--- src/shared/pmfc_defs.vh ---
// constants for the port merge and upstream failover controller
// assumes a 200 MHz core clock and a 32-bit AXI4-Lite register port
`ifndef PMFC_DEFS_VH
`define PMFC_DEFS_VH

// ----------------------------------------
// port geometry
// ----------------------------------------
`define PMFC_NUM_PORTS 12
`define PMFC_NUM_PAIRS 6
`define PMFC_LANES 4
`define PMFC_SIDE_W 4
`define PMFC_ADDR_W 8

// ----------------------------------------
// register byte offsets
// ----------------------------------------
`define PMFC_OFF_SW_CONTROL 8'h00
`define PMFC_OFF_FO_CONTROL 8'h04
`define PMFC_OFF_FO_STATUS 8'h08
`define PMFC_OFF_PORT_CFG 8'h0c
`define PMFC_OFF_LINK_CAP0 8'h40
`define PMFC_OFF_LINK_CAP11 8'h6c

// ----------------------------------------
// field positions and values
// ----------------------------------------
`define PMFC_BIT_LD_HR_DIS 0
`define PMFC_BIT_SIG_FO_EN 0
`define PMFC_BIT_FO_ENABLED 0
`define PMFC_BIT_CUR_UP 1
`define PMFC_BIT_UP_CHANGE 2
`define PMFC_BIT_FO_BUSY 3
`define PMFC_PCFG_EN_LSB 0
`define PMFC_PCFG_MERGE_LSB 12
`define PMFC_PCFG_MODE_LSB 20
`define PMFC_LCAP_MLW_LSB 4
`define PMFC_MLW_X4 6'h04
`define PMFC_MLW_X8 6'h08
`define PMFC_RESP_OKAY 2'h0
`define PMFC_RESP_DECERR 2'h3

// ----------------------------------------
// switch mode strap codes that enable failover
// ----------------------------------------
`define PMFC_MODE_FO_P0 4'h8
`define PMFC_MODE_FO_P2 4'h9
`define PMFC_MODE_FO_EE_P0 4'ha
`define PMFC_MODE_FO_EE_P2 4'hb

// ----------------------------------------
// timing
// ----------------------------------------
`define PMFC_CLK_PERIOD_NS 5
`define PMFC_LINK_DOWN_NS 100
`define PMFC_LINK_DOWN_CYC ((`PMFC_LINK_DOWN_NS + `PMFC_CLK_PERIOD_NS - 1) / `PMFC_CLK_PERIOD_NS)

`endif

--- src/verilog/pmfc_axil_slave.v ---
// AXI4-Lite slave front end: turns bus transfers into register strobes
// assumes the owner answers rd_data/rd_ok and wr_ok in the strobe cycle
`timescale 1ns/1ps
`include "pmfc_defs.vh"

module pmfc_axil_slave (
	input wire aclk,
	input wire aresetn,
	input wire clk_en,
	input wire [`PMFC_ADDR_W-1:0] s_axi_awaddr,
	input wire s_axi_awvalid,
	output wire s_axi_awready,
	input wire [31:0] s_axi_wdata,
	input wire [3:0] s_axi_wstrb,
	input wire s_axi_wvalid,
	output wire s_axi_wready,
	output reg [1:0] s_axi_bresp,
	output reg s_axi_bvalid,
	input wire s_axi_bready,
	input wire [`PMFC_ADDR_W-1:0] s_axi_araddr,
	input wire s_axi_arvalid,
	output wire s_axi_arready,
	output reg [31:0] s_axi_rdata,
	output reg [1:0] s_axi_rresp,
	output reg s_axi_rvalid,
	input wire s_axi_rready,
	output wire wr_en,
	output wire [`PMFC_ADDR_W-1:0] wr_addr,
	output wire [31:0] wr_data,
	output wire [3:0] wr_strb,
	input wire wr_ok,
	output wire rd_en,
	output wire [`PMFC_ADDR_W-1:0] rd_addr,
	input wire [31:0] rd_data,
	input wire rd_ok
);

reg aw_full_reg;
reg w_full_reg;
reg [`PMFC_ADDR_W-1:0] awaddr_reg;
reg [31:0] wdata_reg;
reg [3:0] wstrb_reg;

// address and data are held separately, so they may come in either order
assign s_axi_awready = clk_en && !aw_full_reg && !s_axi_bvalid;
assign s_axi_wready = clk_en && !w_full_reg && !s_axi_bvalid;
assign s_axi_arready = clk_en && !s_axi_rvalid;

// write strobe fires once both halves are held and no response is pending
assign wr_en = clk_en && aw_full_reg && w_full_reg && !s_axi_bvalid;
assign wr_addr = awaddr_reg;
assign wr_data = wdata_reg;
assign wr_strb = wstrb_reg;
assign rd_en = s_axi_arvalid && s_axi_arready;
assign rd_addr = s_axi_araddr;

// ----------------------------------------
// write channels
// ----------------------------------------
always @(posedge aclk)
begin
	if (!aresetn)
	begin
		aw_full_reg <= 1'b0;
		w_full_reg <= 1'b0;
		awaddr_reg <= {`PMFC_ADDR_W{1'b0}};
		wdata_reg <= 32'h00000000;
		wstrb_reg <= 4'h0;
		s_axi_bvalid <= 1'b0;
		s_axi_bresp <= `PMFC_RESP_OKAY;
	end
	else if (clk_en)
	begin
		if (s_axi_awvalid && s_axi_awready)
		begin
			aw_full_reg <= 1'b1;
			awaddr_reg <= s_axi_awaddr;
		end
		if (s_axi_wvalid && s_axi_wready)
		begin
			w_full_reg <= 1'b1;
			wdata_reg <= s_axi_wdata;
			wstrb_reg <= s_axi_wstrb;
		end
		if (wr_en)
		begin
			aw_full_reg <= 1'b0;
			w_full_reg <= 1'b0;
			s_axi_bvalid <= 1'b1;
			s_axi_bresp <= wr_ok ? `PMFC_RESP_OKAY : `PMFC_RESP_DECERR;
		end
		else if (s_axi_bvalid && s_axi_bready)
			s_axi_bvalid <= 1'b0;
	end
end

// ----------------------------------------
// read channels
// ----------------------------------------
always @(posedge aclk)
begin
	if (!aresetn)
	begin
		s_axi_rvalid <= 1'b0;
		s_axi_rdata <= 32'h00000000;
		s_axi_rresp <= `PMFC_RESP_OKAY;
	end
	else if (clk_en)
	begin
		if (rd_en)
		begin
			s_axi_rvalid <= 1'b1;
			s_axi_rdata <= rd_data;
			s_axi_rresp <= rd_ok ? `PMFC_RESP_OKAY : `PMFC_RESP_DECERR;
		end
		else if (s_axi_rready)
			s_axi_rvalid <= 1'b0;
	end
end

endmodule

--- src/verilog/pmfc_port_ctrl.v ---
// port merge, port disable and upstream failover control of a 12-port x4 switch
// assumes straps are stable while aresetn is low and core-side signals are synchronous
`timescale 1ns/1ps
`include "pmfc_defs.vh"

module pmfc_port_ctrl (
	input wire aclk,
	input wire aresetn,
	input wire clk_en,
	input wire [`PMFC_ADDR_W-1:0] s_axi_awaddr,
	input wire s_axi_awvalid,
	output wire s_axi_awready,
	input wire [31:0] s_axi_wdata,
	input wire [3:0] s_axi_wstrb,
	input wire s_axi_wvalid,
	output wire s_axi_wready,
	output wire [1:0] s_axi_bresp,
	output wire s_axi_bvalid,
	input wire s_axi_bready,
	input wire [`PMFC_ADDR_W-1:0] s_axi_araddr,
	input wire s_axi_arvalid,
	output wire s_axi_arready,
	output wire [31:0] s_axi_rdata,
	output wire [1:0] s_axi_rresp,
	output wire s_axi_rvalid,
	input wire s_axi_rready,
	input wire [`PMFC_NUM_PAIRS-1:0] pair_merge_strap,
	input wire [3:0] switch_mode_strap,
	input wire upstream_select_signal,
	input wire failover_req,
	input wire [47:0] pin_port_in,
	output reg [47:0] core_port_in,
	input wire [47:0] core_port_out,
	output reg [47:0] pin_port_out,
	input wire [47:0] pin_rx_lanes,
	output reg [47:0] core_rx_lanes,
	input wire [47:0] core_tx_lanes,
	output reg [47:0] pin_tx_lanes,
	input wire cfg_req_valid,
	input wire [3:0] cfg_req_dev,
	output wire cfg_req_ur,
	output reg [`PMFC_NUM_PORTS-1:0] port_enabled,
	output reg [`PMFC_NUM_PAIRS-1:0] pair_merged,
	output wire upstream_on_port2,
	output wire ltssm_to_detect,
	output wire dl_down,
	output wire flush_upstream,
	output wire hot_reset_req,
	output wire train_start,
	output wire failover_busy
);

// ----------------------------------------
// state encodings
// ----------------------------------------
localparam [3:0] ST_IDLE = 4'b0001;
localparam [3:0] ST_DOWN = 4'b0010;
localparam [3:0] ST_SWITCH = 4'b0100;
localparam [3:0] ST_TRAIN = 4'b1000;
localparam integer DOWN_CYC_FULL = `PMFC_LINK_DOWN_CYC;
localparam [7:0] DOWN_CYC = DOWN_CYC_FULL[7:0];

// ----------------------------------------
// functions
// ----------------------------------------
// true for the four switch modes that carry upstream failover
function fo_mode;
	input [3:0] mode;
	begin
		fo_mode = (mode == `PMFC_MODE_FO_P0) || (mode == `PMFC_MODE_FO_P2) ||
			(mode == `PMFC_MODE_FO_EE_P0) || (mode == `PMFC_MODE_FO_EE_P2);
	end
endfunction

// true when the strapped mode starts on port 2
function init_port2;
	input [3:0] mode;
	begin
		init_port2 = (mode == `PMFC_MODE_FO_P2) || (mode == `PMFC_MODE_FO_EE_P2);
	end
endfunction

// link capability register index for an address, bit 4 flags a hit
function [4:0] lcap_decode;
	input [`PMFC_ADDR_W-1:0] addr;
	reg [`PMFC_ADDR_W-1:0] rel;
	begin
		rel = addr - `PMFC_OFF_LINK_CAP0;
		lcap_decode = {1'b0, rel[5:2]};
		if (addr >= `PMFC_OFF_LINK_CAP0 && addr <= `PMFC_OFF_LINK_CAP11 && addr[1:0] == 2'b00)
			lcap_decode = {1'b1, rel[5:2]};
	end
endfunction

// ----------------------------------------
// declarations
// ----------------------------------------
reg straps_latched_reg;
reg [`PMFC_NUM_PAIRS-1:0] merge_strap_reg;
reg [3:0] mode_strap_reg;
reg cur_up_p2_reg;
reg up_change_reg;
reg ld_hr_dis_reg;
reg sig_fo_en_reg;
reg [3:0] state_reg;
reg [3:0] state_next;
reg [7:0] down_cnt_reg;
reg [`PMFC_NUM_PORTS-1:0] mode_dis;
reg [`PMFC_NUM_PAIRS-1:0] merge_eff;
reg [`PMFC_NUM_PORTS-1:0] en_next;
reg [`PMFC_NUM_PORTS-1:0] absorbed;
reg [31:0] rd_data;
reg rd_ok;
reg wr_ok;
reg [4:0] rd_lcap;
reg [4:0] wr_lcap;
wire failover_on;
wire x8_upstream;
wire start_failover;
wire status_clear;
wire wr_en;
wire [`PMFC_ADDR_W-1:0] wr_addr;
wire [31:0] wr_data;
wire [3:0] wr_strb;
wire rd_en;
wire [`PMFC_ADDR_W-1:0] rd_addr;
integer k;
integer j;

// ----------------------------------------
// register bus front end
// ----------------------------------------
pmfc_axil_slave u_bus (
	.aclk(aclk),
	.aresetn(aresetn),
	.clk_en(clk_en),
	.s_axi_awaddr(s_axi_awaddr),
	.s_axi_awvalid(s_axi_awvalid),
	.s_axi_awready(s_axi_awready),
	.s_axi_wdata(s_axi_wdata),
	.s_axi_wstrb(s_axi_wstrb),
	.s_axi_wvalid(s_axi_wvalid),
	.s_axi_wready(s_axi_wready),
	.s_axi_bresp(s_axi_bresp),
	.s_axi_bvalid(s_axi_bvalid),
	.s_axi_bready(s_axi_bready),
	.s_axi_araddr(s_axi_araddr),
	.s_axi_arvalid(s_axi_arvalid),
	.s_axi_arready(s_axi_arready),
	.s_axi_rdata(s_axi_rdata),
	.s_axi_rresp(s_axi_rresp),
	.s_axi_rvalid(s_axi_rvalid),
	.s_axi_rready(s_axi_rready),
	.wr_en(wr_en),
	.wr_addr(wr_addr),
	.wr_data(wr_data),
	.wr_strb(wr_strb),
	.wr_ok(wr_ok),
	.rd_en(rd_en),
	.rd_addr(rd_addr),
	.rd_data(rd_data),
	.rd_ok(rd_ok)
);

// ----------------------------------------
// strap capture
// ----------------------------------------
// straps are taken on the first enabled edge after reset release and then frozen
always @(posedge aclk)
begin
	if (!aresetn)
	begin
		straps_latched_reg <= 1'b0;
		merge_strap_reg <= 6'h00;
		mode_strap_reg <= 4'h0;
	end
	else if (clk_en && !straps_latched_reg)
	begin
		straps_latched_reg <= 1'b1;
		merge_strap_reg <= pair_merge_strap;
		mode_strap_reg <= switch_mode_strap;
	end
end

assign failover_on = straps_latched_reg && fo_mode(mode_strap_reg);
assign x8_upstream = merge_strap_reg[0];

// ----------------------------------------
// port enable and merge decode
// ----------------------------------------
always @*
begin
	mode_dis = 12'h000;
	if (failover_on)
	begin
		mode_dis[2] = 1'b1;
		mode_dis[3] = x8_upstream;
	end
	// a strap belonging to a disabled port has no effect
	merge_eff = merge_strap_reg & {6{straps_latched_reg}};
	for (k = 1; k < `PMFC_NUM_PAIRS; k = k + 1)
		merge_eff[k] = merge_eff[k] && !mode_dis[2*k] && !mode_dis[2*k+1];
	for (k = 0; k < `PMFC_NUM_PORTS; k = k + 1)
	begin
		absorbed[k] = k[0] && merge_eff[k/2];
		en_next[k] = straps_latched_reg && !mode_dis[k] && !absorbed[k];
	end
	en_next[0] = straps_latched_reg;
end

// ----------------------------------------
// sideband and lane routing
// ----------------------------------------
// every pin path is registered; the upstream stack sits in slot 0
always @(posedge aclk)
begin
	if (!aresetn)
	begin
		port_enabled <= 12'h000;
		pair_merged <= 6'h00;
		core_port_in <= 48'h000000000000;
		pin_port_out <= 48'h000000000000;
		core_rx_lanes <= 48'h000000000000;
		pin_tx_lanes <= 48'h000000000000;
	end
	else if (clk_en)
	begin
		port_enabled <= en_next;
		pair_merged <= merge_eff;
		for (j = 0; j < `PMFC_NUM_PORTS; j = j + 1)
		begin
			// port 0 sideband always follows slot 0 of the core
			pin_port_out[4*j +: 4] <= en_next[j] ? core_port_out[4*j +: 4] : 4'h0;
			core_port_in[4*j +: 4] <= en_next[j] ? pin_port_in[4*j +: 4] : 4'h0;
			// absorbed lanes stay live as native lanes of the even port
			core_rx_lanes[4*j +: 4] <= (en_next[j] || absorbed[j]) ?
				pin_rx_lanes[4*j +: 4] : 4'h0;
			pin_tx_lanes[4*j +: 4] <= (en_next[j] || absorbed[j]) ?
				core_tx_lanes[4*j +: 4] : 4'h0;
		end
		if (failover_on && cur_up_p2_reg)
		begin
			// stack 0 takes port 2 lanes, and port 3 lanes when x8
			core_rx_lanes[3:0] <= pin_rx_lanes[11:8];
			pin_tx_lanes[11:8] <= core_tx_lanes[3:0];
			pin_tx_lanes[3:0] <= 4'h0;
			if (x8_upstream)
			begin
				core_rx_lanes[7:4] <= pin_rx_lanes[15:12];
				pin_tx_lanes[15:12] <= core_tx_lanes[7:4];
				pin_tx_lanes[7:4] <= 4'h0;
			end
		end
	end
end

// config requests to absent devices end as unsupported
assign cfg_req_ur = cfg_req_valid &&
	((cfg_req_dev >= 4'hc) || !port_enabled[cfg_req_dev]);

// ----------------------------------------
// dynamic failover sequencer
// ----------------------------------------
// a failover_req pulse while busy is dropped, a select signal mismatch waits for idle; controls need failover mode
assign start_failover = failover_on && (state_reg == ST_IDLE) &&
	(failover_req || (sig_fo_en_reg && (upstream_select_signal != cur_up_p2_reg)));

always @*
begin
	case (state_reg)
		ST_IDLE: state_next = start_failover ? ST_DOWN : ST_IDLE;
		ST_DOWN: state_next = (down_cnt_reg == DOWN_CYC - 8'h01) ? ST_SWITCH : ST_DOWN;
		ST_SWITCH: state_next = ST_TRAIN;
		ST_TRAIN: state_next = ST_IDLE;
		default: state_next = ST_IDLE;
	endcase
end

// link is pulled down first, mux moves, then training restarts
always @(posedge aclk)
begin
	if (!aresetn)
	begin
		state_reg <= ST_IDLE;
		down_cnt_reg <= 8'h00;
	end
	else if (clk_en)
	begin
		state_reg <= state_next;
		if (state_reg == ST_DOWN)
			down_cnt_reg <= down_cnt_reg + 8'h01;
		else
			down_cnt_reg <= 8'h00;
	end
end

// link-down indications while the old link is torn down
assign ltssm_to_detect = state_reg[1];
assign dl_down = state_reg[1];
assign flush_upstream = state_reg[1];
assign hot_reset_req = state_reg[1] && !ld_hr_dis_reg;
assign train_start = state_reg[3];
assign failover_busy = !state_reg[0];
assign upstream_on_port2 = cur_up_p2_reg;

// ----------------------------------------
// failover state and control registers
// ----------------------------------------
assign status_clear = wr_en && wr_strb[0] && (wr_addr == `PMFC_OFF_FO_STATUS) &&
	wr_data[`PMFC_BIT_UP_CHANGE];

always @(posedge aclk)
begin
	if (!aresetn)
	begin
		cur_up_p2_reg <= 1'b0;
		up_change_reg <= 1'b0;
		ld_hr_dis_reg <= 1'b0;
		sig_fo_en_reg <= 1'b0;
	end
	else if (clk_en)
	begin
		if (!straps_latched_reg)
			cur_up_p2_reg <= fo_mode(switch_mode_strap) && init_port2(switch_mode_strap);
		else if (state_reg == ST_SWITCH)
			cur_up_p2_reg <= !cur_up_p2_reg;
		// a new change wins over a clear in the same cycle
		if (state_reg == ST_SWITCH)
			up_change_reg <= 1'b1;
		else if (status_clear)
			up_change_reg <= 1'b0;
		if (wr_en && wr_strb[0] && wr_addr == `PMFC_OFF_SW_CONTROL)
			ld_hr_dis_reg <= wr_data[`PMFC_BIT_LD_HR_DIS];
		if (wr_en && wr_strb[0] && wr_addr == `PMFC_OFF_FO_CONTROL)
			sig_fo_en_reg <= wr_data[`PMFC_BIT_SIG_FO_EN];
	end
end

// ----------------------------------------
// register read and write decode
// ----------------------------------------
always @*
begin
	rd_data = 32'h00000000;
	rd_ok = 1'b1;
	rd_lcap = lcap_decode(rd_addr);
	wr_lcap = lcap_decode(wr_addr);
	// link capability registers are read-only; writes are taken and dropped
	wr_ok = (wr_addr == `PMFC_OFF_SW_CONTROL) || (wr_addr == `PMFC_OFF_FO_CONTROL) ||
		(wr_addr == `PMFC_OFF_FO_STATUS) || (wr_addr == `PMFC_OFF_PORT_CFG) || wr_lcap[4];
	case (rd_addr)
		`PMFC_OFF_SW_CONTROL: rd_data[`PMFC_BIT_LD_HR_DIS] = ld_hr_dis_reg;
		`PMFC_OFF_FO_CONTROL: rd_data[`PMFC_BIT_SIG_FO_EN] = sig_fo_en_reg;
		`PMFC_OFF_FO_STATUS:
		begin
			rd_data[`PMFC_BIT_FO_ENABLED] = failover_on;
			rd_data[`PMFC_BIT_CUR_UP] = cur_up_p2_reg;
			rd_data[`PMFC_BIT_UP_CHANGE] = up_change_reg;
			rd_data[`PMFC_BIT_FO_BUSY] = !state_reg[0];
		end
		`PMFC_OFF_PORT_CFG:
		begin
			rd_data[`PMFC_PCFG_EN_LSB +: 12] = port_enabled;
			rd_data[`PMFC_PCFG_MERGE_LSB +: 6] = pair_merged;
			rd_data[`PMFC_PCFG_MODE_LSB +: 4] = mode_strap_reg;
		end
		default:
		begin
			if (rd_lcap[4] && rd_lcap[3:0] < 4'hc)
			begin
				// absent ports read zero; merged even ports report x8
				if (!port_enabled[rd_lcap[3:0]])
					rd_data = 32'h00000000;
				else if (!rd_lcap[0] && pair_merged[rd_lcap[3:1]])
					rd_data[`PMFC_LCAP_MLW_LSB +: 6] = `PMFC_MLW_X8;
				else
					rd_data[`PMFC_LCAP_MLW_LSB +: 6] = `PMFC_MLW_X4;
			end
			else
				rd_ok = 1'b0;
		end
	endcase
end

endmodule
--- config.mk ---
export PLATFORM = sky130hd
export DESIGN_NAME = pmfc_port_ctrl
export DESIGN_NICKNAME = d
export VERILOG_FILES = /design/src/verilog/pmfc_axil_slave.v /design/src/verilog/pmfc_port_ctrl.v
export VERILOG_INCLUDE_DIRS = /design/src /design/src/shared
export SDC_FILE = /design/constraint.sdc
export NUM_CORES = 1
export LEC_CHECK = 0
export BUFFER_PORTS_ARGS = -buffer_cell sky130_fd_sc_hd__buf_2
export CORE_AREA = 3 3 202 204
export CTS_BUF_LIST = sky130_fd_sc_hd__clkbuf_4 sky130_fd_sc_hd__clkbuf_8
export DETAILED_ROUTE_END_ITERATION = 12
export DIE_AREA = 0 0 205 207
export PLACE_DENSITY = 0.52
export SLEW_MARGIN = 25
export SYNTH_ARGS = -nofsm -noshare
export SYNTH_HDL_FRONTEND = slang
export SYNTH_SLANG_ARGS = --single-unit
--- constraint.sdc ---
create_clock -name aclk -period 1.6 [get_ports aclk]
set_input_delay 0.16 -clock aclk [delete_from_list [all_inputs] [get_ports aclk]]
set_output_delay 0.16 -clock aclk [all_outputs]
set_load 0.02 [all_outputs]
After elaboration in Yosys (flattened, before gate mapping)
Index checks and enable logic that the tools add are counted.

storage, ports and cells
  register bits after elaboration = 289
  bits of input ports = 269
  output and inout port bits = 259

cells by class
  add/sub/neg operators = 3
  order comparisons = 9
  eq/ne operators = 20
  muxes and demuxes = 90
  bitwise operators = 1
  reductions and logical operators = 103

operator list
  cell                 number
  $mux 4               53
  $logic_and 1x1->1    42
  $eq 4x4->1 const B   8
  $eq 8x4->1 const B   4
  $mux 8               4
  $pmux 14 s2          1
  $reduce_and 2->1     12
  $logic_or 1x1->1     19
  $logic_not 1->1      18
  $mux 1               17
  $eq 8x3->1 const B   2
  $ge 8x7->1 const B   2
  $le 8x7->1 const B   2
  $logic_not 8->1      2
  $mux 16              1
  $pmux 4 s3           1
  $sub 6x1->6 const B  2
  $lt 4x5->1 const B   2
  $mux 5               2
  $reduce_bool 2->1    5
  $pmux 3 s3           1
  $add 8x1->8 const B  1
  $bmux 1 s4           2
  $eq 8x5->1 const B   1
  18 further kinds     22

Logic depth before layout (Yosys ltp)
Gate-level depths: netlist (run 1).

  depth in word-level cells = 15
  depth in mapped cells = 7
  depth with buffers taken out = 5

Modules after synthesis
A second synthesis (run 1) with hierarchy kept.

unflattened totals
  cell total of the unflattened synthesis = 1334
  area, all modules = 12241.7 um^2

modules (own cells, without submodules)
  module           instances  cells an instance  area an instance (um^2)  sequential area each (um^2)
  pmfc_port_ctrl   1          967                8831.0                   4664.5
  pmfc_axil_slave  1          367                3410.8                   1641.6

Worst setup path before layout (run 1)
Ideal clock, no wire load.

  path type = reg-to-output
  start = register port_enabled[10]
  end = output port cfg_req_ur
  arrival = 1554 ps
  data required time = 1440 ps
  path slack = -114 ps
  stages on the path, launching flop included = 4
  buffers on the path = 0
  cell sequence = dfxtp_1 -> mux4_2 -> mux2_2 -> a21oi_1

between the ends
  cells in the longest elaborated chain, start to end = 5

ends and longest elaborated chain
  element                       RTL line              text
  start: declaration            pmfc_port_ctrl.v:42   output reg [`PMFC_NUM_PORTS-1:0] port_enabled,
  start signal: assignment      pmfc_port_ctrl.v:228  port_enabled <= en_next;
  $bmux 1 s4                    pmfc_port_ctrl.v:259  ((cfg_req_dev >= 4'hc) || !port_enabled[cfg_req_dev]);
  $mux 1 (not written as such)  pmfc_port_ctrl.v:259
  $logic_not 1->1               pmfc_port_ctrl.v:259
  $logic_or 1x1->1              pmfc_port_ctrl.v:259
  $logic_and 1x1->1             pmfc_port_ctrl.v:258  assign cfg_req_ur = cfg_req_valid &&
  end: declaration              pmfc_port_ctrl.v:41   output wire cfg_req_ur,

No other way between the ends. The select of a mux whose other input is x is not followed.

Worst setup path after layout (run 1)
  start = register port_enabled[3]
  end = output port cfg_req_ur

Same word-level chain as after synthesis.

==> results.yml, run 1 <==
status:
  status: "complete, but fails checks"
  violations: "negative setup slack"
clock_network:
  cts_tree: "built"
  cts_max_path_buffers: 3
  htree_levels: 2
  clk_pin_slew_ns: 0.06
  post_cts_buffers: 0
  cts.sinks: 270
  cts_buffers: 48
  clock_latency_ns: 0.59
  clockRootBuffer: "clkbuf_8"
power:
  power_frac_clock_pct: 43.2
  sw_frac_of_total_pct: 26.1
  internal-power_mw: 12.2
  p_switching_mw: 4.33
  p_comb_share_pct: 14.1
  power.share.sequential_pct: 42.7
  cellPowerDensity_nw_per_um2: 984
  vdd_drop_max_v: 0.000597
  p_leak_nw: 7.72
detailed_routing:
  drt_iter0_markers: 772
  wl_um: 43800
  vias: 11300
  drcViolationCount: 0
  antenna_left: 0
  firstDrtPassIters: 5
  vias_per_cell: 4.69
  post_drt_wl_per_cell_um: 18.2
final_layout:
  mostFrequentLayoutCells: "479 x buf_2, 266 x dfxtp_1, 228 x nor2_1"
  drive_gt1_share_pct: 35.5
  fin_util_pct: 42.7
  fin_nets: 2114
  area_delta_synth_final_pct: 65.3
  layout_commonest_cell: "buf_2"
placement:
  port_buffers: 484
  hpwlAfterDp_um: 30200
  dp_worst_setup_slack_ns: -0.0525
  place.gp.congestion: 0.844
setup_path:
  worst_ep_required_time_ns: 1.44
  reg2reg_setup_slack_ns: 0.08
  path_class: "reg -> out"
  worst_ep_arrival_time_ns: 1.95
  endpoint_kind: "primary output"
  startpoint_type: "flip-flop"
  cp_max_fo: 2
floorplan:
  die_x_um: 205
  coreArea_um2: 39500
  die-height_um: 207
  start_util_pct: 25.8
  rows: 73
  io_pins: 528
  die_area_um2: 42400
flow_run:
  maxCapViolCount: 0
global_routing:
  grt_max_degree: 94
  grt_antenna_before_repair: 4
  grt_usage_pct: 19.8
  grt_pass1_vias: 11400
  grt_pass1_wl_um: 66000
  overflow: 0
synthesis:
  ys_seq_elements: 270
  synth_edf_count: 0
  syn_avg_cell_area_um2: 9.14
  synth_top_area_share_pct: 53.1
  async_reset_ff_share_pct: 0
  ys_seq_area_share_pct: 53.1
  yosysTopAreaCell: "dfxtp_1"
  synth_flop_cell: "dfxtp_1"
  yosys_warnings: 0
  synthTopCellsByArea: "dfxtp_1 53%, a22oi_1 13%, nor2_1 8.5%"
  synth_cell_types: 67
  synth_cells: 1115
  netlist_area_um2: 10200
sta:
  final_hold_viol_count: 0
  post-route-period-util_pct: 132
  slew_viol_final: 0
  max_freq_ghz: 0.473
  rsz0062_at_grt: "true"
  min_period_ns: 2.11
  layout_setup_ws_ns: -0.513
  finalSetupViolCount: 1
  clock_skew_ns: 0.0218
min_path:
  min_path_type: "in -> reg"
-- stage by stage --
stage                     instances  cell area, um2  power (mW)  hold slack (ns)  setup TNS, ns
after CTS                      2403           16800        16.8          0.00331         -0.612
final                          2405           16800        16.6           0.0793         -0.513
after detailed placement       2098           13500        9.08            0.397        -0.0532
after floorplan                1124           10200        8.20            0.296       -0.00815
after global routing           2405           16800        17.3           0.0241         -0.670
after global placement         2098           13500        9.07            0.389        -0.0819
-- logic make-up after synthesis --
family	share of synthesized area, %
AOI/OAI and AO/OA	20.4
xor gates and xnor gates	0.602
buffers and inverters	5.70
muxes	2.63
other	0.0368
DFF	53.1
adders and majority gates	0.221
and+or+nand+nor	17.4
-- Yosys cell counts, drive strengths merged (3+ instances only) --
cell,number
a21o,4
a21oi,69
a22oi,182
a2bb2oi,4
a311oi,4
and2,9
and3b,3
and4b,6
buf,57
clkbuf,50
dfxtp,270
inv,8
mux2i,17
mux4,3
nand2,91
nand2b,4
nand3,18
nand3b,8
nand4,4
nor2,230
nor3,4
nor3b,5
nor4,5
o21ai,9
o2bb2ai,4
o31ai,3
or3,3
xor2,6
-- timing repair --
| item | 4_1_cts | 5_1_grt |
|---|---|---|
| pin swaps | 2 | 2 |
| hold endpoints to repair | 236 | 0 |
| hold buffers | 221 | 0 |
| setup endpoints to repair | 6 | 33 |
| gates resized for setup | 12 | 9 |
-- routing by layer --
metal / GRT usage [%] / part of all wire (%) / up-vias / wire [um]
met1: 24.2 / 41 / 5340 / 17900
li1: - / - / 5388 / -
met2: 33.2 / 48 / 474 / 21200
met5: 0 / 0 / - / 0
met3: 4.82 / 7.3 / 85 / 3200
met4: 8.34 / 3.5 / 0 / 1540
-- power groups by stage --
| stage | logic (mW) | registers, mW | clock network, mW |
|---|---|---|---|
| after detailed placement | 1.87 | 7.22 | 0 |
| after floorplan | 0.775 | 7.42 | 0 |
| after global placement | 1.85 | 7.21 | 0 |
| after global routing | 2.52 | 7.10 | 7.72 |
| final | 2.33 | 7.08 | 7.16 |
| after CTS | 2.32 | 7.08 | 7.40 |
-- final cells by class --
type                    instances  area, um2
inverters                       8       42.5
well taps                     525        657
flip-flops and latches        270       5410
multi-input cells             738       4300
clock buffers                  78        948
diodes                          2       5.00
fillers                      3881      22600
clock inverters                 6        110
repair buffers                778       5370
-- worst paths after layout --
check / start / endpoint / depth (start not counted)
setup / recovery: port_enabled[3] / cfg_req_ur / 4
hold / removal: clk_en / state_reg[0] / 3
setup reg to reg: mode_strap_reg[2] / u_bus.s_axi_rdata[0] / 4
hold reg to reg: u_bus.wr_addr[0] / u_bus.wr_addr[0] / 2
-- worst max-delay path, cell delays in order (launching register included) --
cell and delay [ns]:
dfxtp_2 0.31, mux4_2 0.47, mux2_4 0.30, a21oi_4 0.15, buf_6 0.14
Power figures use the tool's default switching activity.
==> run 2, diff against run 1 <==
--- a/config.mk
+++ b/config.mk
@@ -11,6 +11,7 @@
 export CTS_BUF_LIST = sky130_fd_sc_hd__clkbuf_4 sky130_fd_sc_hd__clkbuf_8
 export DETAILED_ROUTE_END_ITERATION = 12
 export DIE_AREA = 0 0 205 207
+export GPL_TIMING_DRIVEN = 0
 export PLACE_DENSITY = 0.52
 export SLEW_MARGIN = 25
 export SYNTH_ARGS = -nofsm -noshare
==> results.yml, run 2 (synthesis gave the netlist of run 1 again) <==
floorplan:
  start_util_pct: 25.8
  coreArea_um2: 39500
  die_area_um2: 42400
  die-height_um: 207
  io_pins: 528
  rows: 73
  die_x_um: 205
global_routing:
  grt_util_met3_pct: 5.19
  overflow: 0
  grt_usage_pct: 21.6
  grt_pass1_wl_um: 70500
  gr-usage-met2_pct: 35.4
  grt_pass1_vias: 11800
  busiest_layer: "met2"
  grt_antenna_before_repair: 2
  grtUsageMet1_pct: 26.7
  grt_max_degree: 13
detailed_routing:
  drcViolationCount: 0
  post_drt_wl_per_cell_um: 19.5
  firstDrtPassIters: 6
  vias_per_cell: 4.75
  antenna_left: 0
  vias: 11700
  wl_um: 48000
  drt_iter0_markers: 744
power:
  cellPowerDensity_nw_per_um2: 961
  vdd_drop_max_v: 0.000609
  p_total_mw: 16.3
  p_leak_nw: 7.79
setup_path:
  worst_ep_required_time_ns: 1.44
  r2r-end: "upstream_on_port2"
  cp_max_fo: 5
  rr_startpoint: "state_reg[3]"
  startpoint_type: "flip-flop"
  endpoint_kind: "primary output"
  reg2reg_setup_slack_ns: 0.05
  r2r_cells: 3
  worst_ep_arrival_time_ns: 1.98
  startpoint: "port_enabled[2]"
  path_class: "reg -> out"
  endpoint: "cfg_req_ur"
final_layout:
  mostFrequentLayoutCells: "494 x buf_2, 257 x dfxtp_1, 224 x nor2_1"
  fillers: 3931
  layout_commonest_cell: "buf_2"
  area_delta_synth_final_pct: 66.8
  drive_gt1_share_pct: 35.7
  final-instance-count-excl-fill: 2457
  stdcell_area_um2: 17000
  fin_nets: 2162
clock_network:
  clock_latency_ns: 0.60
  cts_max_path_buffers: 3
  clk_pin_slew_ns: 0.07
  clockRootBuffer: "clkbuf_8"
  cts.sinks: 270
  cts_tree: "built"
  htree_levels: 2
  cts_buffers: 47
sta:
  min_period_ns: 2.14
  tns_ns: -0.840
  slew-limit-headroom_pct: 37.6
  clock_skew_ns: 0.0273
  rsz0062_at_grt: "true"
  slew_viol_final: 0
  finalSetupViolCount: 10
  max_freq_ghz: 0.466
  layout_setup_ws_ns: -0.544
  final_hold_viol_count: 0
  worstMarginPinSlew_ns: 0.936
  post-route-period-util_pct: 134
min_path:
  min_path_type: "in -> reg"
placement:
  place_area_um2: 13300
  placed_cells: 2130
  port_buffers: 481
  place.gp.congestion: 0.856
  dp_worst_setup_slack_ns: -0.833
  hpwlAfterDp_um: 35100
status:
  status: "complete, but fails checks"
  violations: "negative setup slack"
flow_run:
  maxCapViolCount: 0
[run 2: cell types whose count changed in the layout (fill, tap and decap cells not counted), moves of 9 or more]
cell and delta:
clkbuf_2 +10, dfxtp_1 -9, clkbuf_1 +36, buf_4 -26, buf_2 +15, buf_6 +10
[run 2: report_power, final]
group	internal [mW]	switching [mW]	leakage (nW)
registers	6.94	0.156	2.20
clock network	3.82	3.02	0.541
logic	1.11	1.30	5.05
total	11.9	4.47	7.79
[run 2: worst max-delay path, cell delays in order, from the launching register on]
cell and delay [ns]:
dfxtp_2 0.35, mux4_2 0.46, mux2_4 0.30, a21oi_4 0.15
buf_6 0.15
[run 2: worst min path at each step]
stage	start	to	slack [ns]	cells after the start
2_1_floorplan	switch_mode_strap[0]	mode_strap_reg[0]	0.30	2
3_3_place_gp	core_port_out[45]	pin_port_out[45]	0.39	3
3_5_place_dp	core_port_out[8]	pin_port_out[8]	0.40	3
4_1_cts	clk_en	u_bus.w_full_reg	0.03	5
5_1_grt	clk_en	u_bus.w_full_reg	0.03	5
6_report	clk_en	u_bus.w_full_reg	0.05	5
[run 2: layout make-up]
class / count / area (um2) / share of cell area, %
clock inverters: 11 / 88.8 / 0.523
multi-input cells: 738 / 4370 / 25.7
repair buffers: 722 / 4870 / 28.7
diodes: 2 / 5.00 / 0.0294
flip-flops and latches: 270 / 5430 / 32.0
well taps: 525 / 657 / 3.86
clock buffers: 76 / 921 / 5.42
plain buffers: 105 / 628 / 3.70
inverters: 8 / 30.0 / 0.177
[run 2: layer usage]
metal,vias up,wire length (um)
li1,5495,-
met1,5537,19900
met3,111,3570
met5,-,0
met4,0,2050
met2,532,22600
[run 2: per-stage QoR]
step,hold slack (ns),utilization [%]
floorplan,0.296,-
global placement,0.388,33.7
detailed placement,0.398,33.7
CTS,0.0308,42.5
global route,0.0258,43.1
finish,0.0530,43.1
[run 2: what timing repair did]
item	4_1_cts	5_1_grt
setup buffers	5	12
endpoints found under the hold margin	228	0
endpoints found under the setup margin	217	132
resized for setup	53	44
pin swaps	3	5
hold buffers	225	0
gates cloned	0	1
==> run 3, diff against run 2 <==
--- a/config.mk
+++ b/config.mk
@@ -13,6 +13,8 @@
 export DIE_AREA = 0 0 205 207
 export GPL_TIMING_DRIVEN = 0
 export PLACE_DENSITY = 0.52
+export SKIP_CTS_REPAIR_TIMING = 1
+export SKIP_LAST_GASP = 1
 export SLEW_MARGIN = 25
 export SYNTH_ARGS = -nofsm -noshare
 export SYNTH_HDL_FRONTEND = slang
==> constraint.sdc (replaced) <==
create_clock -name aclk -period 1.6 [get_ports aclk]
set_input_delay 0.16 -clock aclk [delete_from_list [all_inputs] [get_ports aclk]]
set_output_delay 0.16 -clock aclk [all_outputs]
set_load 0.005 [all_outputs]
==> results.yml, run 3 (synthesis gave the netlist of run 1 again) <==
sta:
  min_period_ns: 2.16
  final_hold_viol_count: 2
  finalSetupViolCount: 1
  layout_setup_ws_ns: -0.557
  tns_ns: -0.557
  worstMarginPinSlew_ns: 0.946
  slew_viol_final: 0
  slew-limit-headroom_pct: 36.9
  whs_ns: -0.0239
  rsz0062_at_grt: "true"
  clock_skew_ns: 0.0170
  post-route-period-util_pct: 135
  max_freq_ghz: 0.464
global_routing:
  grt_usage_pct: 20.3
  grt_antenna_before_repair: 1
  grt_pass1_vias: 10500
  grt_max_degree: 14
  overflow: 0
  grt_pass1_wl_um: 65900
status:
  violations: "negative hold slack, negative setup slack"
  status: "complete, but fails checks"
final_layout:
  drive_gt1_share_pct: 35.7
  mostFrequentLayoutCells: "500 x buf_2, 260 x dfxtp_1, 224 x nor2_1"
  area_delta_synth_final_pct: 66.1
  fin_util_pct: 42.9
  fin_nets: 2154
  fillers: 3944
  layout_commonest_cell: "buf_2"
detailed_routing:
  vias: 11600
  drt_iter0_markers: 656
  top_layer_used: "met4"
  wl_um: 47300
  firstDrtPassIters: 5
  post_drt_wl_per_cell_um: 19.3
  dr_wl_met2_um: 22900
  antenna_left: 0
  vias_per_cell: 4.71
  drcViolationCount: 0
  met1_length_um: 19600
  wl_met3_um: 3510
setup_path:
  r2r_cells: 5
  cp_max_fo: 7
  rr_startpoint: "straps_latched_reg"
  r2r-end: "pin_port_out[30]"
  endpoint_kind: "primary output"
  worst_ep_arrival_time_ns: 2.00
  crit_family: "multiplexers"
  worstPathCellList: "mux4_2 -> mux2_4 -> a21oi_2 -> buf_2"
  critPathMaxStageDelay_ns: 0.47
  reg2reg_setup_slack_ns: 0.04
  path_class: "reg -> out"
  worst_ep_required_time_ns: 1.44
  startpoint_type: "flip-flop"
  critPathBufInv: 1
  crit_slowest_cell: "mux4_2"
  startpoint: "port_enabled[10]"
min_path:
  holdCritStartpoint: "pin_rx_lanes[3]"
  min_path_type: "in -> reg"
  hold_path_end: "core_rx_lanes[3]"
  hold_depth: 4
placement:
  hpwlAfterDp_um: 34700
  place.gp.congestion: 0.874
  port_buffers: 481
  dp_worst_setup_slack_ns: -0.835
floorplan:
  die_x_um: 205
  io_pins: 528
  start_util_pct: 25.8
  die-height_um: 207
  rows: 73
  die_area_um2: 42400
  coreArea_um2: 39500
clock_network:
  cts.sinks: 270
  clk_pin_slew_ns: 0.06
  cts_tree: "built"
  htree_levels: 2
  clockRootBuffer: "clkbuf_8"
  cts_max_path_buffers: 3
  clock_latency_ns: 0.60
  cts_buffers: 50
power:
  p_leak_nw: 7.76
  cellPowerDensity_nw_per_um2: 982
  p_total_mw: 16.6
  vdd_drop_max_v: 0.000627
flow_run:
  maxCapViolCount: 0
-- run 3: cell count changes in the layout (fill, tap and decap cells not counted), sizes merged --
cell | before | now
clkinvlp | 2 | 0
buf | 553 | 546
inv | 9 | 8
dlygate4sd3 | 223 | 218
clkinv | 7 | 4
clkbuf | 124 | 139
dlymetal6s4s | 2 | 0
-- run 3: worst max-delay path by stage --
stage	cells past startpoint	endpoint	slack, ns
3_5_place_dp	8	core_port_in[46]	-0.84
2_1_floorplan	4	down_cnt_reg[5]	0.09
5_1_grt	4	cfg_req_ur	-0.64
4_1_cts	4	cfg_req_ur	-0.86
3_3_place_gp	8	core_port_in[46]	-0.82
6_report	4	cfg_req_ur	-0.56
-- run 3: layout make-up --
class	instances	area (um2)	area share (%)
clock inverter	5	50.0	0.296
multi-input combinational	738	4360	25.7
buffer	106	617	3.64
sequential	270	5430	32.1
timing repair buffer	710	4690	27.7
inverter	8	30.0	0.177
clock buffer	88	1100	6.49
antenna	2	5.00	0.0296
tap	525	657	3.88
-- run 3: stage by stage --
stage                     cell area, um2  hold WS, ns  instances
after floorplan                    10200        0.296       1124
after global placement             13300        0.389       2130
after detailed placement           13300        0.397       2130
after CTS                          14400       -0.270       2223
after global routing               16900      0.00323       2451
final                              16900      -0.0239       2452
-- run 3: worst register-to-register path: stages, from the launching register on --
cell	delay [ns]
dfxtp_2	0.38
nand2_1	0.11
buf_2	0.29
nor2_4	0.41
a22oi_1	0.15
nor2_1	0.15
-- run 3: routing by layer --
layer / track usage (%) / vias to the layer above
met2: 33.7 / 489
met1: 25.5 / 5486
li1: - / 5483
met3: 5.72 / 94
met5: 0 / -
met4: 6.36 / 0
-- run 3: report_power, final --
group | leakage, nW | total [mW] | switching, mW | internal (mW)
Clock | 0.616 | 7.41 | 2.97 | 4.44
Sequential | 2.20 | 7.10 | 0.159 | 6.94
Combinational | 4.94 | 2.10 | 1.04 | 1.07
Total | 7.76 | 16.6 | 4.17 | 12.5
